### src/core/rsc_pkg.sv
package rsc_pkg;

  // ==========================================================
  // Clock and timing
  // ==========================================================
  localparam int unsigned CLK_MHZ        = 100;
  localparam int unsigned CNT_W          = 16;
  localparam int unsigned MCD_MIN_US     = 100;
  localparam int unsigned MCD_MAX_US     = 500;
  localparam int unsigned MCD_TYP_US     = 220;
  localparam int unsigned MCD_TYP_CYC    = MCD_TYP_US * CLK_MHZ;
  localparam real         RST_DELAY_US   = 5.0;
  localparam int unsigned RST_DELAY_CYC  = int'($ceil(RST_DELAY_US * CLK_MHZ));
  localparam int unsigned PIN_LOW_MIN_US = 15;
  localparam int unsigned PIN_LOW_CYC    = PIN_LOW_MIN_US * CLK_MHZ;
  localparam int unsigned WDT_DIV        = 12;

  // ==========================================================
  // Reset values and address limits
  // ==========================================================
  localparam logic [7:0]  PORT_RST_VAL   = 8'hFF;
  localparam logic [15:0] PC_RST_VAL     = 16'h0000;
  localparam logic [15:0] LIMIT_FULL     = 16'h1DFF;
  localparam logic [15:0] LIMIT_HALF     = 16'h0FFF;
  localparam logic [15:0] LIMIT_QUARTER  = 16'h07FF;
  localparam logic [1:0]  VAR_FULL       = 2'h0;
  localparam logic [1:0]  VAR_HALF       = 2'h1;
  localparam logic [1:0]  VAR_QUARTER    = 2'h2;

  // ==========================================================
  // Reset cause register bits
  // ==========================================================
  localparam int unsigned CAUSE_PIN      = 0;
  localparam int unsigned CAUSE_POR      = 1;
  localparam int unsigned CAUSE_MCD      = 2;
  localparam int unsigned CAUSE_VDD      = 3;
  localparam int unsigned CAUSE_SW       = 4;
  localparam int unsigned CAUSE_FLASH    = 6;

  // ==========================================================
  // Types
  // ==========================================================
  typedef enum logic [3:0] {
    ST_RUN     = 4'h1,
    ST_RESET   = 4'h2,
    ST_DELAY   = 4'h4,
    ST_CLKWAIT = 4'h8
  } rsc_state_t;

  typedef struct packed {
    logic        valid;
    logic        program_store_write_enable;
    logic        external_data_move_instr;
    logic        code_constant_read_instr;
    logic        branch_fetch;
    logic [15:0] addr;
  } rsc_flash_acc_t;

  typedef struct packed {
    logic halt;
    logic special_function_register_init;
    logic sp_init;
    logic ram_hold;
    logic port_force;
    logic pullup_en;
    logic int_disable;
    logic timer_disable;
    logic pc_clear;
    logic clk_sel_int;
    logic wdt_enable;
    logic fetch_en;
  } rsc_core_ctl_t;

endpackage

### src/core/rsc_pin_filter.sv
`timescale 1ns/1ps
// ============================================================
// Reset pin low-time qualifier
// ============================================================
module rsc_pin_filter (
  input  wire logic sys_clk,
  input  wire logic rst_n,
  input  wire logic pin_in,
  input  wire logic ignore,
  output logic      req
);

  logic [rsc_pkg::CNT_W-1:0] cnt_q;
  logic [rsc_pkg::CNT_W-1:0] cnt_d;
  logic                      req_q;
  logic                      req_d;

  always_comb begin
    cnt_d = cnt_q;
    req_d = req_q;
    if (pin_in || ignore) begin
      cnt_d = '0;
      req_d = 1'b0;
    end else if (cnt_q < rsc_pkg::CNT_W'(rsc_pkg::PIN_LOW_CYC)) begin
      cnt_d = cnt_q + 1'b1;
    end else begin
      req_d = 1'b1;
    end
  end

  always_ff @(posedge sys_clk or negedge rst_n) begin
    if (!rst_n) begin
      cnt_q <= '0;
      req_q <= 1'b0;
    end else begin
      cnt_q <= cnt_d;
      req_q <= req_d;
    end
  end

  assign req = req_q;

endmodule

### src/core/rsc_clk_monitor.sv
`timescale 1ns/1ps
// ============================================================
// Missing clock detector
// ============================================================
module rsc_clk_monitor #(
  parameter int unsigned TIMEOUT_CYC = rsc_pkg::MCD_TYP_CYC
) (
  input  wire logic sys_clk,
  input  wire logic rst_n,
  input  wire logic enable,
  input  wire logic clk_edge,
  output logic      fault
);

  logic [rsc_pkg::CNT_W-1:0] cnt_q;
  logic [rsc_pkg::CNT_W-1:0] cnt_d;
  logic                      fault_q;
  logic                      fault_d;

  always_comb begin
    cnt_d   = cnt_q;
    fault_d = fault_q;
    if (!enable || clk_edge) begin
      cnt_d   = '0;
      fault_d = 1'b0;
    end else if (cnt_q < rsc_pkg::CNT_W'(TIMEOUT_CYC)) begin
      cnt_d = cnt_q + 1'b1;
    end else begin
      fault_d = 1'b1;
    end
  end

  always_ff @(posedge sys_clk or negedge rst_n) begin
    if (!rst_n) begin
      cnt_q   <= '0;
      fault_q <= 1'b0;
    end else begin
      cnt_q   <= cnt_d;
      fault_q <= fault_d;
    end
  end

  assign fault = fault_q;

endmodule

### src/core/rsc_reset_ctrl.sv
`timescale 1ns/1ps
// Notes on behaviour
// - While in reset, execution stops, registers load defaults, ports are forced, interrupts and timers are off.
// - Reset leaves data memory untouched while the stack pointer returns to its default.
// - Reset sets all port latches to ones in open-drain mode with weak pull-ups on during and after reset.
// - Power-on and supply-monitor resets drive the reset pin low until the device leaves reset.
// - Leaving reset clears the program counter and selects the internal oscillator.
// - Leaving reset enables the watchdog, clocked by the system clock divided by twelve.
// - After the reset delay the device waits in reset for a stable clock, then leaves reset and fetches from address zero.
// - A flash write or erase above the user code limit with the store write enable set resets the system.
// - A code-constant read above the user code limit resets the system.
// - A branch fetch above the user code limit resets the system.
// - The user code limit is fixed by memory-size variant; only the write, code-constant read and branch fetch above it are illegal.
// - A flash-error reset sets cause bit 6 and leaves the reset pin alone.
// - Writing one to cause bit 4 forces a reset that leaves the pin alone and reads back as one.
// - The missing-clock detector resets the device when core clock edges (core_clk_edge) stop for its timeout.
// - At least the reset delay passes after any source releases before code runs at address zero.
// - A reset pin held low for at least the minimum low time requests a system reset.
module rsc_reset_ctrl #(
  parameter logic [1:0]  MEM_VARIANT = rsc_pkg::VAR_FULL,
  parameter int unsigned MCD_CYC     = rsc_pkg::MCD_TYP_CYC
) (
  input  wire logic                   sys_clk,
  input  wire logic                   rst_n,
  input  wire logic                   por_req,
  input  wire logic                   vdd_mon_req,
  input  wire logic                   vdd_mon_en,
  input  wire logic                   mcd_en,
  input  wire logic                   core_clk_edge,
  input  wire logic                   osc_stable,
  input  wire logic                   osc_sel_ext,
  input  wire logic                   rst_pin_i,
  output logic                        rst_pin_o,
  output logic                        rst_pin_oe,
  input  wire rsc_pkg::rsc_flash_acc_t flash_acc,
  input  wire logic                   cause_wr,
  input  wire logic [7:0]             cause_wdata,
  output logic [7:0]                  reset_cause_register,
  output rsc_pkg::rsc_core_ctl_t      core_ctl,
  output logic [7:0]                  port_latch,
  output logic [15:0]                 pc_load,
  output logic                        wdt_tick,
  output logic                        core_rst_n
);

  // ==========================================================
  // Reset release synchroniser
  // ==========================================================
  logic [1:0] rst_sync_q;
  logic [1:0] rst_sync_d;
  logic       rst_int_n;

  always_comb begin
    rst_sync_d = {rst_sync_q[0], 1'b1};
  end

  // Assert at once, release on the second clock edge
  always_ff @(posedge sys_clk or negedge rst_n) begin
    if (!rst_n) begin
      rst_sync_q <= '0;
    end else begin
      rst_sync_q <= rst_sync_d;
    end
  end

  assign rst_int_n = rst_sync_q[1];

  // ==========================================================
  // Source qualification
  // ==========================================================
  logic pin_req;
  logic mcd_fault;
  logic drive_pin_q;
  logic drive_pin_d;

  rsc_pin_filter u_pin_filter (
    .sys_clk (sys_clk),
    .rst_n   (rst_int_n),
    .pin_in  (rst_pin_i),
    .ignore  (drive_pin_q),
    .req     (pin_req)
  );

  rsc_clk_monitor #(
    .TIMEOUT_CYC (MCD_CYC)
  ) u_clk_monitor (
    .sys_clk  (sys_clk),
    .rst_n    (rst_int_n),
    .enable   (mcd_en),
    .clk_edge (core_clk_edge),
    .fault    (mcd_fault)
  );

  // ==========================================================
  // Flash access check
  // ==========================================================
  function automatic logic [15:0] code_limit(input logic [1:0] variant);
    case (variant)
      rsc_pkg::VAR_FULL:    code_limit = rsc_pkg::LIMIT_FULL;
      rsc_pkg::VAR_HALF:    code_limit = rsc_pkg::LIMIT_HALF;
      rsc_pkg::VAR_QUARTER: code_limit = rsc_pkg::LIMIT_QUARTER;
      default:              code_limit = rsc_pkg::LIMIT_QUARTER;
    endcase
  endfunction

  function automatic logic illegal_access(input rsc_pkg::rsc_flash_acc_t acc,
                                          input logic [15:0] limit);
    logic kind;
    kind = (acc.external_data_move_instr && acc.program_store_write_enable)
         || acc.code_constant_read_instr
         || acc.branch_fetch;
    illegal_access = acc.valid && kind && (acc.addr > limit);
  endfunction

  logic [15:0] limit;
  logic        in_run;
  logic        flash_err;
  logic        move_err;
  logic        read_err;
  logic        fetch_err;
  logic        sw_req;
  logic        vdd_req;
  logic        level_req;
  logic        event_req;

  assign limit     = code_limit(MEM_VARIANT);
  assign move_err  = flash_acc.external_data_move_instr
                   && flash_acc.program_store_write_enable;
  assign read_err  = flash_acc.code_constant_read_instr;
  assign fetch_err = flash_acc.branch_fetch;
  assign flash_err = in_run && (move_err || read_err || fetch_err)
                   && illegal_access(flash_acc, limit);
  assign sw_req    = in_run && cause_wr
                   && cause_wdata[rsc_pkg::CAUSE_SW];
  assign vdd_req   = vdd_mon_en && vdd_mon_req;
  assign level_req = por_req || vdd_req || pin_req || mcd_fault;
  assign event_req = flash_err || sw_req;

  // ==========================================================
  // Sequencer
  // ==========================================================
  rsc_pkg::rsc_state_t       state_q;
  rsc_pkg::rsc_state_t       state_d;
  logic [rsc_pkg::CNT_W-1:0] dly_q;
  logic [rsc_pkg::CNT_W-1:0] dly_d;
  logic                      dly_done;

  assign in_run   = (state_q == rsc_pkg::ST_RUN);
  assign dly_done = (dly_q >= rsc_pkg::CNT_W'(rsc_pkg::RST_DELAY_CYC - 1));

  always_comb begin
    state_d = state_q;
    dly_d   = dly_q;
    case (state_q)
      rsc_pkg::ST_RUN: begin
        if (level_req || event_req) begin
          state_d = rsc_pkg::ST_RESET;
        end
      end
      rsc_pkg::ST_RESET: begin
        dly_d = '0;
        if (!level_req) begin
          state_d = rsc_pkg::ST_DELAY;
        end
      end
      rsc_pkg::ST_DELAY: begin
        if (level_req) begin
          state_d = rsc_pkg::ST_RESET;
        end else if (dly_done) begin
          state_d = rsc_pkg::ST_CLKWAIT;
        end else begin
          dly_d = dly_q + 1'b1;
        end
      end
      rsc_pkg::ST_CLKWAIT: begin
        if (level_req) begin
          state_d = rsc_pkg::ST_RESET;
        end else if (osc_stable) begin
          state_d = rsc_pkg::ST_RUN;
        end
      end
      default: begin
        state_d = rsc_pkg::ST_RESET;
        dly_d   = '0;
      end
    endcase
  end

  always_ff @(posedge sys_clk or negedge rst_int_n) begin
    if (!rst_int_n) begin
      state_q <= rsc_pkg::ST_RESET;
      dly_q   <= '0;
    end else begin
      state_q <= state_d;
      dly_q   <= dly_d;
    end
  end

  // ==========================================================
  // Cause register and pin drive
  // ==========================================================
  logic [7:0] cause_q;
  logic [7:0] cause_d;
  logic [7:0] cause_new;
  logic       entering;
  logic       leaving;

  assign entering = in_run && (state_d == rsc_pkg::ST_RESET);
  assign leaving  = !in_run && (state_d == rsc_pkg::ST_RUN);

  always_comb begin
    cause_new                       = '0;
    cause_new[rsc_pkg::CAUSE_PIN]   = pin_req;
    cause_new[rsc_pkg::CAUSE_POR]   = por_req;
    cause_new[rsc_pkg::CAUSE_MCD]   = mcd_fault;
    cause_new[rsc_pkg::CAUSE_VDD]   = vdd_req;
    cause_new[rsc_pkg::CAUSE_SW]    = sw_req;
    cause_new[rsc_pkg::CAUSE_FLASH] = flash_err;
    if (entering) begin
      cause_d = cause_new;
    end else if (!in_run) begin
      cause_d = cause_q | cause_new;
    end else begin
      cause_d = cause_q;
    end
  end

  always_comb begin
    drive_pin_d = drive_pin_q;
    if (por_req || vdd_req) begin
      drive_pin_d = 1'b1;
    end else if (leaving) begin
      drive_pin_d = 1'b0;
    end
  end

  always_ff @(posedge sys_clk or negedge rst_int_n) begin
    if (!rst_int_n) begin
      cause_q     <= 8'(1 << rsc_pkg::CAUSE_POR);
      drive_pin_q <= 1'b1;
    end else begin
      cause_q     <= cause_d;
      drive_pin_q <= drive_pin_d;
    end
  end

  // ==========================================================
  // Core controls
  // ==========================================================
  rsc_pkg::rsc_core_ctl_t ctl_q;
  rsc_pkg::rsc_core_ctl_t ctl_d;
  logic [7:0]             port_q;
  logic [7:0]             port_d;
  logic [15:0]            pc_q;
  logic [15:0]            pc_d;
  logic                   run_next;

  assign run_next = (state_d == rsc_pkg::ST_RUN);

  always_comb begin
    ctl_d                                = ctl_q;
    ctl_d.halt                           = !run_next;
    ctl_d.special_function_register_init = !run_next;
    ctl_d.sp_init                        = !run_next;
    ctl_d.ram_hold                       = !run_next;
    ctl_d.port_force                     = !run_next;
    ctl_d.pullup_en                      = 1'b1;
    ctl_d.int_disable                    = !run_next;
    ctl_d.timer_disable                  = !run_next;
    ctl_d.pc_clear                       = leaving;
    ctl_d.fetch_en                       = run_next;
    if (!run_next) begin
      ctl_d.clk_sel_int = 1'b1;
      ctl_d.wdt_enable  = 1'b0;
    end else if (leaving) begin
      ctl_d.clk_sel_int = 1'b1;
      ctl_d.wdt_enable  = 1'b1;
    end else begin
      ctl_d.clk_sel_int = !osc_sel_ext;
    end
    port_d = run_next ? port_q : rsc_pkg::PORT_RST_VAL;
    pc_d   = run_next ? pc_q : rsc_pkg::PC_RST_VAL;
  end

  always_ff @(posedge sys_clk or negedge rst_int_n) begin
    if (!rst_int_n) begin
      ctl_q                                <= '0;
      ctl_q.halt                           <= 1'b1;
      ctl_q.special_function_register_init <= 1'b1;
      ctl_q.sp_init                        <= 1'b1;
      ctl_q.ram_hold                       <= 1'b1;
      ctl_q.port_force                     <= 1'b1;
      ctl_q.pullup_en                      <= 1'b1;
      ctl_q.int_disable                    <= 1'b1;
      ctl_q.timer_disable                  <= 1'b1;
      ctl_q.clk_sel_int                    <= 1'b1;
      port_q                               <= rsc_pkg::PORT_RST_VAL;
      pc_q                                 <= rsc_pkg::PC_RST_VAL;
    end else begin
      ctl_q  <= ctl_d;
      port_q <= port_d;
      pc_q   <= pc_d;
    end
  end

  // ==========================================================
  // Watchdog clock divider
  // ==========================================================
  logic [3:0] div_q;
  logic [3:0] div_d;
  logic       tick_q;
  logic       tick_d;

  always_comb begin
    div_d  = '0;
    tick_d = 1'b0;
    if (ctl_q.wdt_enable) begin
      if (div_q == 4'(rsc_pkg::WDT_DIV - 1)) begin
        tick_d = 1'b1;
      end else begin
        div_d = div_q + 1'b1;
      end
    end
  end

  always_ff @(posedge sys_clk or negedge rst_int_n) begin
    if (!rst_int_n) begin
      div_q  <= '0;
      tick_q <= 1'b0;
    end else begin
      div_q  <= div_d;
      tick_q <= tick_d;
    end
  end

  // ==========================================================
  // Outputs
  // ==========================================================
  assign reset_cause_register = cause_q;
  assign core_ctl             = ctl_q;
  assign port_latch           = port_q;
  assign pc_load              = pc_q;
  assign wdt_tick             = tick_q;
  assign core_rst_n           = !ctl_q.halt;
  assign rst_pin_o            = 1'b0;
  assign rst_pin_oe           = drive_pin_q;

endmodule

### config.mk
export PLATFORM = sky130hd
export DESIGN_NAME = rsc_reset_ctrl
export DESIGN_NICKNAME = d
export VERILOG_FILES = /design/src/core/rsc_pkg.sv /design/src/core/rsc_pin_filter.sv /design/src/core/rsc_clk_monitor.sv /design/src/core/rsc_reset_ctrl.sv
export SDC_FILE = /design/constraint.sdc
export NUM_CORES = 1
export LEC_CHECK = 0
export ABC_AREA = 1
export BUFFER_PORTS_ARGS = -buffer_cell sky130_fd_sc_hd__buf_4
export CORE_ASPECT_RATIO = 1.2
export CORE_MARGIN = 1.5
export CORE_UTILIZATION = 43
export CTS_CLUSTER_DIAMETER = 200
export CTS_CLUSTER_SIZE = 8
export DETAILED_ROUTE_END_ITERATION = 6
export HOLD_SLACK_MARGIN = 0.05
export PLACE_DENSITY = 0.62
export SYNTH_ARGS = -nofsm -noshare
export SYNTH_HDL_FRONTEND = slang
export SYNTH_SLANG_ARGS = --single-unit
### constraint.sdc
create_clock -name sys_clk -period 3.42 [get_ports sys_clk]
set_input_delay 0 -clock sys_clk [delete_from_list [all_inputs] [get_ports sys_clk]]
set_output_delay 0 -clock sys_clk [all_outputs]
set_load 0.01 [all_outputs]
## Yosys cells after proc, flatten, opt, wreduce, memory -nomap -nowiden

Index checks and enable logic that the tools add are counted.

- Output and inout port bits: 48
- Input port bits: 40
- Bits in registers: 75
- Word-level logic and storage cells: 97

- Equal/unequal tests: 13
- Bitwise gates (word level): 2
- Mux-type cells: 29
- $lt $le $gt $ge: 4
- Add/sub/neg operators: 4
- Reduce and logical (&&, ||, !) cells: 29

Operators with widths:

| operator | count |
|---|---|
| two-way mux 16 bit | 6 |
| adder 16 x 1 -> 16 bit (second input constant) | 3 |
| two-way mux 4 bit | 8 |
| one-hot mux 16 bit (2 select lines) | 1 |
| greater-or-equal comparator 16 x 9 -> 1 bit (second input constant) | 1 |
| > comparator 16 x 13 -> 1 bit (second input constant) | 1 |
| less-than comparator 16 x 11 -> 1 bit (second input constant) | 1 |
| less-than comparator 16 x 15 -> 1 bit (second input constant) | 1 |
| two-way mux 8 bit | 2 |
| one-hot mux 4 bit (4 select lines) | 1 |
| logical AND 1 bit | 10 |
| two-way mux 1 bit | 10 |
| logical OR 1 bit | 9 |
| == test 4 x 1 -> 1 bit (second input constant) | 2 |
| == test 4 x 2 -> 1 bit (second input constant) | 2 |
| == test 4 bit (second input constant) | 2 |
| OR 8 x 7 -> 8 bit | 1 |
| != test 2 x 1 -> 1 bit (second input constant) | 3 |
| != test 2 bit (second input constant) | 3 |
| nonzero test 2 bit | 3 |
| zero test 1 bit | 5 |
| adder 4 x 1 -> 4 bit (second input constant) | 1 |
| == test 4 x 3 -> 1 bit (second input constant) | 1 |
| AND reduction 3 bit | 1 |
| other kinds (3) | 3 |

## Longest topological paths before layout

- Word-level depth: 14
- Depth in mapped cells: 12
- Mapped depth without buffers: 11

## Hierarchy

From an unflattened synthesis, not the netlist that was laid out.

- Cell total of the unflattened synthesis: 529
- Area total of the unflattened synthesis: 4144.0 µm²

Modules (own cells, without submodules):

| module | times used | sequential area each (µm²) | area each (µm²) | cells each |
|---|---|---|---|---|
| rsc_reset_ctrl | 1 | 982.2 | 2127.0 | 260 |
| rsc_clk_monitor | 1 | 425.4 | 1128.6 | 153 |
| rsc_pin_filter | 1 | 425.4 | 888.4 | 116 |

## Least setup slack after synthesis

No wires, ideal clock.

- Path type: register to register
- From: reg state_q[1]
- To: reg dly_q[4] (netlist name)
- Slack: 2037 ps
- Required time: 3356 ps
- Stages on the path, launching flop included: 10
- Setup time: 64 ps
- Clock period less this slack: 1383 ps
- Arrival: 1319 ps
- Path buffers: 1
- Path through: dfstp_2 nor2_2 nand3_2 inv_4 a21oi_2 nand2_2 inv_2 buf_12 nand2_2 nand2_2

- Word-level cells in the longest chain between the ends: 4
- Elaborated cells between the ends (all ways): 9
- Those cells by class: eq/ne: 5; mux: 1; bitwise: 1; reduce/logical: 2

RTL lines:

| element | RTL line | text |
|---|---|---|
| start: declaration | rsc_reset_ctrl.sv:142 | `rsc_pkg::rsc_state_t state_q;` |
| start signal: assignment | rsc_reset_ctrl.sv:191 | `state_q <= rsc_pkg::ST_RESET;` |
| start signal: assignment | rsc_reset_ctrl.sv:194 | `state_q <= state_d;` |
| == test 4 x 1 -> 1 bit / == test 4 bit (equally long branches) | rsc_reset_ctrl.sv:154 | `case (state_q)` |
| OR reduction 2 bit (no line) | n/a |  |
| NOT 1 bit (no line) | n/a |  |
| AND reduction 3 bit (no line) | n/a |  |
| end signal: assignment | rsc_reset_ctrl.sv:195 | `dly_q <= dly_d;` |
| end: declaration | rsc_reset_ctrl.sv:144 | `logic [rsc_pkg::CNT_W-1:0] dly_q;` |

Parallel ways exist; a longest one is shown, timed or not.
A chain may end at the register's enable or synchronous reset.

## Worst setup path after layout

- From: in vdd_mon_req
- To: reg dly_q[0] (netlist name)

- Word-level cells in the longest chain between the ends: 6

RTL lines:

| element | RTL line | text |
|---|---|---|
| start: declaration | rsc_reset_ctrl.sv:26 | `input wire logic vdd_mon_req,` |
| logical AND 1 bit | rsc_reset_ctrl.sv:135 | `assign vdd_req = vdd_mon_en && vdd_mon_req;` |
| logical OR 1 bit (3 in series) | rsc_reset_ctrl.sv:136 | `assign level_req = por_req \|\| vdd_req \|\| pin_req \|\| mcd_fault;` |
| != test 2 bit (no line) | n/a |  |
| AND reduction 3 bit (no line) | n/a |  |

No other way between the ends.

==> results.md <==
- Post-layout min period: 2.20 ns
- Area leader, netlist: dfrtp_1
- Root Buffer: clkbuf_8
- Worst path buffer plus inverter count: 5
- Vias per cell: 4.73
- Dpl hpwl: about 5400 um
- Unique masters post-synth: 36
- Post-synthesis sequential area ratio: a little under half
- Crit path depth: 11
- Worst-path cell with the longest stage delay: dlygate4sd3_1
- Fin. max-slew vios: 0
- Routability Congestion: around 0.83
- Vias in the first global route: 3,030
- Peak supply drop: between 150 and 200 uV
- Clock latency on the worst-skew pair: 0.34 ns
- Crit path largest cell delay: 0.57 ns
- Area delta synth->final: 13.7%
- Dpl cell area: about 4300 um2
- Crit end category: flip-flop
- Total GRT Usage: between 15 and 20%
- Slew margin rel.: 41.3%
- Post-route design area: approximately 4600 um2
- Worst setup SP type: primary input
- Hold path depth: 5
- Mean Syn Cell Area: 8.06 um2
- # port buffers: 43
- CTS tree: done
- Vias: ~3,200
- P_leak: 2.27 nW
- Drt drc: 0
- Crit Path Class: in -> reg
- RSZ-0062 raised after global routing: false
- Cts bufs inserted: 9
- Clock Path Buffers: 2
- Drt total wl: ~7600 um
- Share of cells above drive strength 1: ~18%
- Hold Crit Class: in -> reg
- Pwr Density: ~370 nW/um2
- Outcome: finished clean
- Site Rows: 38
- Commonest cells after routing, fill and taps aside: nand2_1, dfrtp_1, inv_1, nand3_1, buf_4
- Required @ worst endpoint: ~3.6 ns
- Hold Vio Cnt, Final: 0
- Tightest Pin Transition: between 0.8 and 0.9 ns
- Max-cap violation count: 0
- Core area: 9080 um2
- Synth Cell Area: approximately 4000 um2
- Nets@finish: between 500 and 600
- Post-synthesis cell count: 500
- Most common cell after layout, fill and taps aside: nand2_1
- Final number of setup-violating endpoints: 0
- Die Wd: 91.4 um
- DR iter-0 viols: 131
- Final TNS setup: 0 ns
- Gr ovfl total: 0
- R2R cell count: 7
- Crit path max-delay family: buffers and inverters
- Antenna diode count: 0
- H-tree depth: 3
- Pin count of the biggest net entering global routing: 72
- Yosys top cell area share: between 40% and 50%
- Clock skew: 0.00843 ns
- TritonCTS Sinks: 73
- Initial DRT Pass Iterations: 4
- Final Cycle Share: between 60% and 70%
- Total die area: about 10000 um2
- Critical Path AT: 2.41 ns
- I/O pin count: 88
- Mean routed wirelength per cell: between 10 and 15 um
- Clk pin slew, worst setup/hold paths: approximately 0.070 ns
- Post-CTS setup buffer count: 0
- Routed Antenna Nets: 0
- YS warnings: 0
- Worst-path cell chain: dlygate4sd3_1 -> buf_4 -> nand2_1 -> dlygate4sd3_1 -> nand2_1 -> inv_1 -> nand3_1 -> a21oi_2 -> nand2_2 -> inv_2 -> o21ai_0
- Die Y-Extent: ~110 um
- Antenna violations before repair: 0
- Global-route wire length before repair: 13,400 um
- Starting Density: around 44%
- Flops & latches, synth: 73
- Worst-path fanout max: 12
- Fmax achieved: 456 MHz
- Area contributors post-synth: dfrtp_1, nand2_1, nand3_1
-- layout make-up --
class	count	area [um2]
fill	877	4500
sequential	73	1830
multi-input combinational	348	1730
timing repair buffer	55	438
inverter	65	246
clock buffer	14	173
tap	120	150
clock inverter	2	12.5
-- layer usage --
| layer | global-route usage [%] | up-vias | share of wire [%] | routed length (um) |
|---|---|---|---|---|
| met5 | 0 | - | 0 | 0 |
| met4 | 6.36 | 0 | 1.7 | 127 |
| met3 | 3.91 | 12 | 3.9 | 301 |
| met2 | 29.2 | 77 | 49 | 3730 |
| met1 | 20.1 | 1486 | 46 | 3480 |
| li1 | - | 1626 | - | - |
-- stage by stage --
step,worst slack (ns),hold WS [ns],std cells,power (mW),util [%]
finish,1.22,0.0634,677,1.69,50.5
global route,1.05,0.115,677,1.78,50.5
CTS,1.22,0.0549,677,1.71,50.5
detailed placement,1.65,-0.217,651,1.07,47.4
global placement,1.68,-0.217,651,1.07,47.4
floorplan,1.25,-0.296,527,1.05,-
-- logic make-up after synthesis --
group | count (synthesis) | share of synthesized area, %
AND/OR/NAND/NOR | 268 | 31.2
buffers and inverters | 106 | 14.1
flip-flops | 73 | 45.5
AO/OA/AOI/OAI | 30 | 4.16
XOR/XNOR | 17 | 3.69
adder cells (fa/ha/maj) | 4 | 1.24
other | 2 | 0.186
-- what timing repair did --
action,in CTS,in global routing
endpoints found under the hold margin,17,0
hold buffers,10,0
gates resized for setup,0,0
setup endpoints to repair,0,0
-- where the power goes --
group          switching [mW]  internal, mW  leakage [nW]
logic                   0.111        0.0555          1.19
clock network           0.306         0.323        0.0927
registers              0.0134         0.883         0.980
-- cell usage after synthesis (all sizes together) --
cell type,number
a211oi,1
a21oi,6
and3,2
buf,40
clkbuf,1
conb,2
dfrtp,68
dfstp,5
ha,4
inv,65
nand2,122
nand3,53
nand3b,10
nand4,12
nor2,51
nor2b,1
nor3,16
nor3b,1
o21a,1
o21ai,20
o21bai,1
o31ai,1
xnor2,3
xor2,14
-- registers in the layout (all words and copies together) (netlist names) --
signal                count
u_pin_filter.req          1
u_pin_filter.cnt_q       16
dly_q                    16
reset_cause_register      6
state_q                   4
u_clk_monitor.fault       1
div_q                     4
rst_sync_q                2
u_clk_monitor.cnt_q      16
core_ctl                  5
rst_pin_oe                1
wdt_tick                  1
-- tightest hold or removal path: cells and delay by family --
kind                   cells  cell delay (ns)
buffers and inverters      1             0.08
AND/OR/NAND/NOR            4             0.29
-- path summary, 6_finish.rpt --
| kind | startpoint | end | slack, ns |
|---|---|---|---|
| max | vdd_mon_req | dly_q[0] | 1.22 |
| min | flash_acc[13] | reset_cause_register[6] | 0.06 |
| max reg2reg | state_q[1] | dly_q[0] | 1.64 |
| min reg2reg | rst_sync_q[0] | rst_sync_q[1] | 0.37 |
| max in group asynchronous | rst_sync_q[1] | u_clk_monitor.cnt_q[14] | 2.37 |
| min in group asynchronous | rst_sync_q[1] | dly_q[13] | 0.48 |
Power figures use the tool's default switching activity.
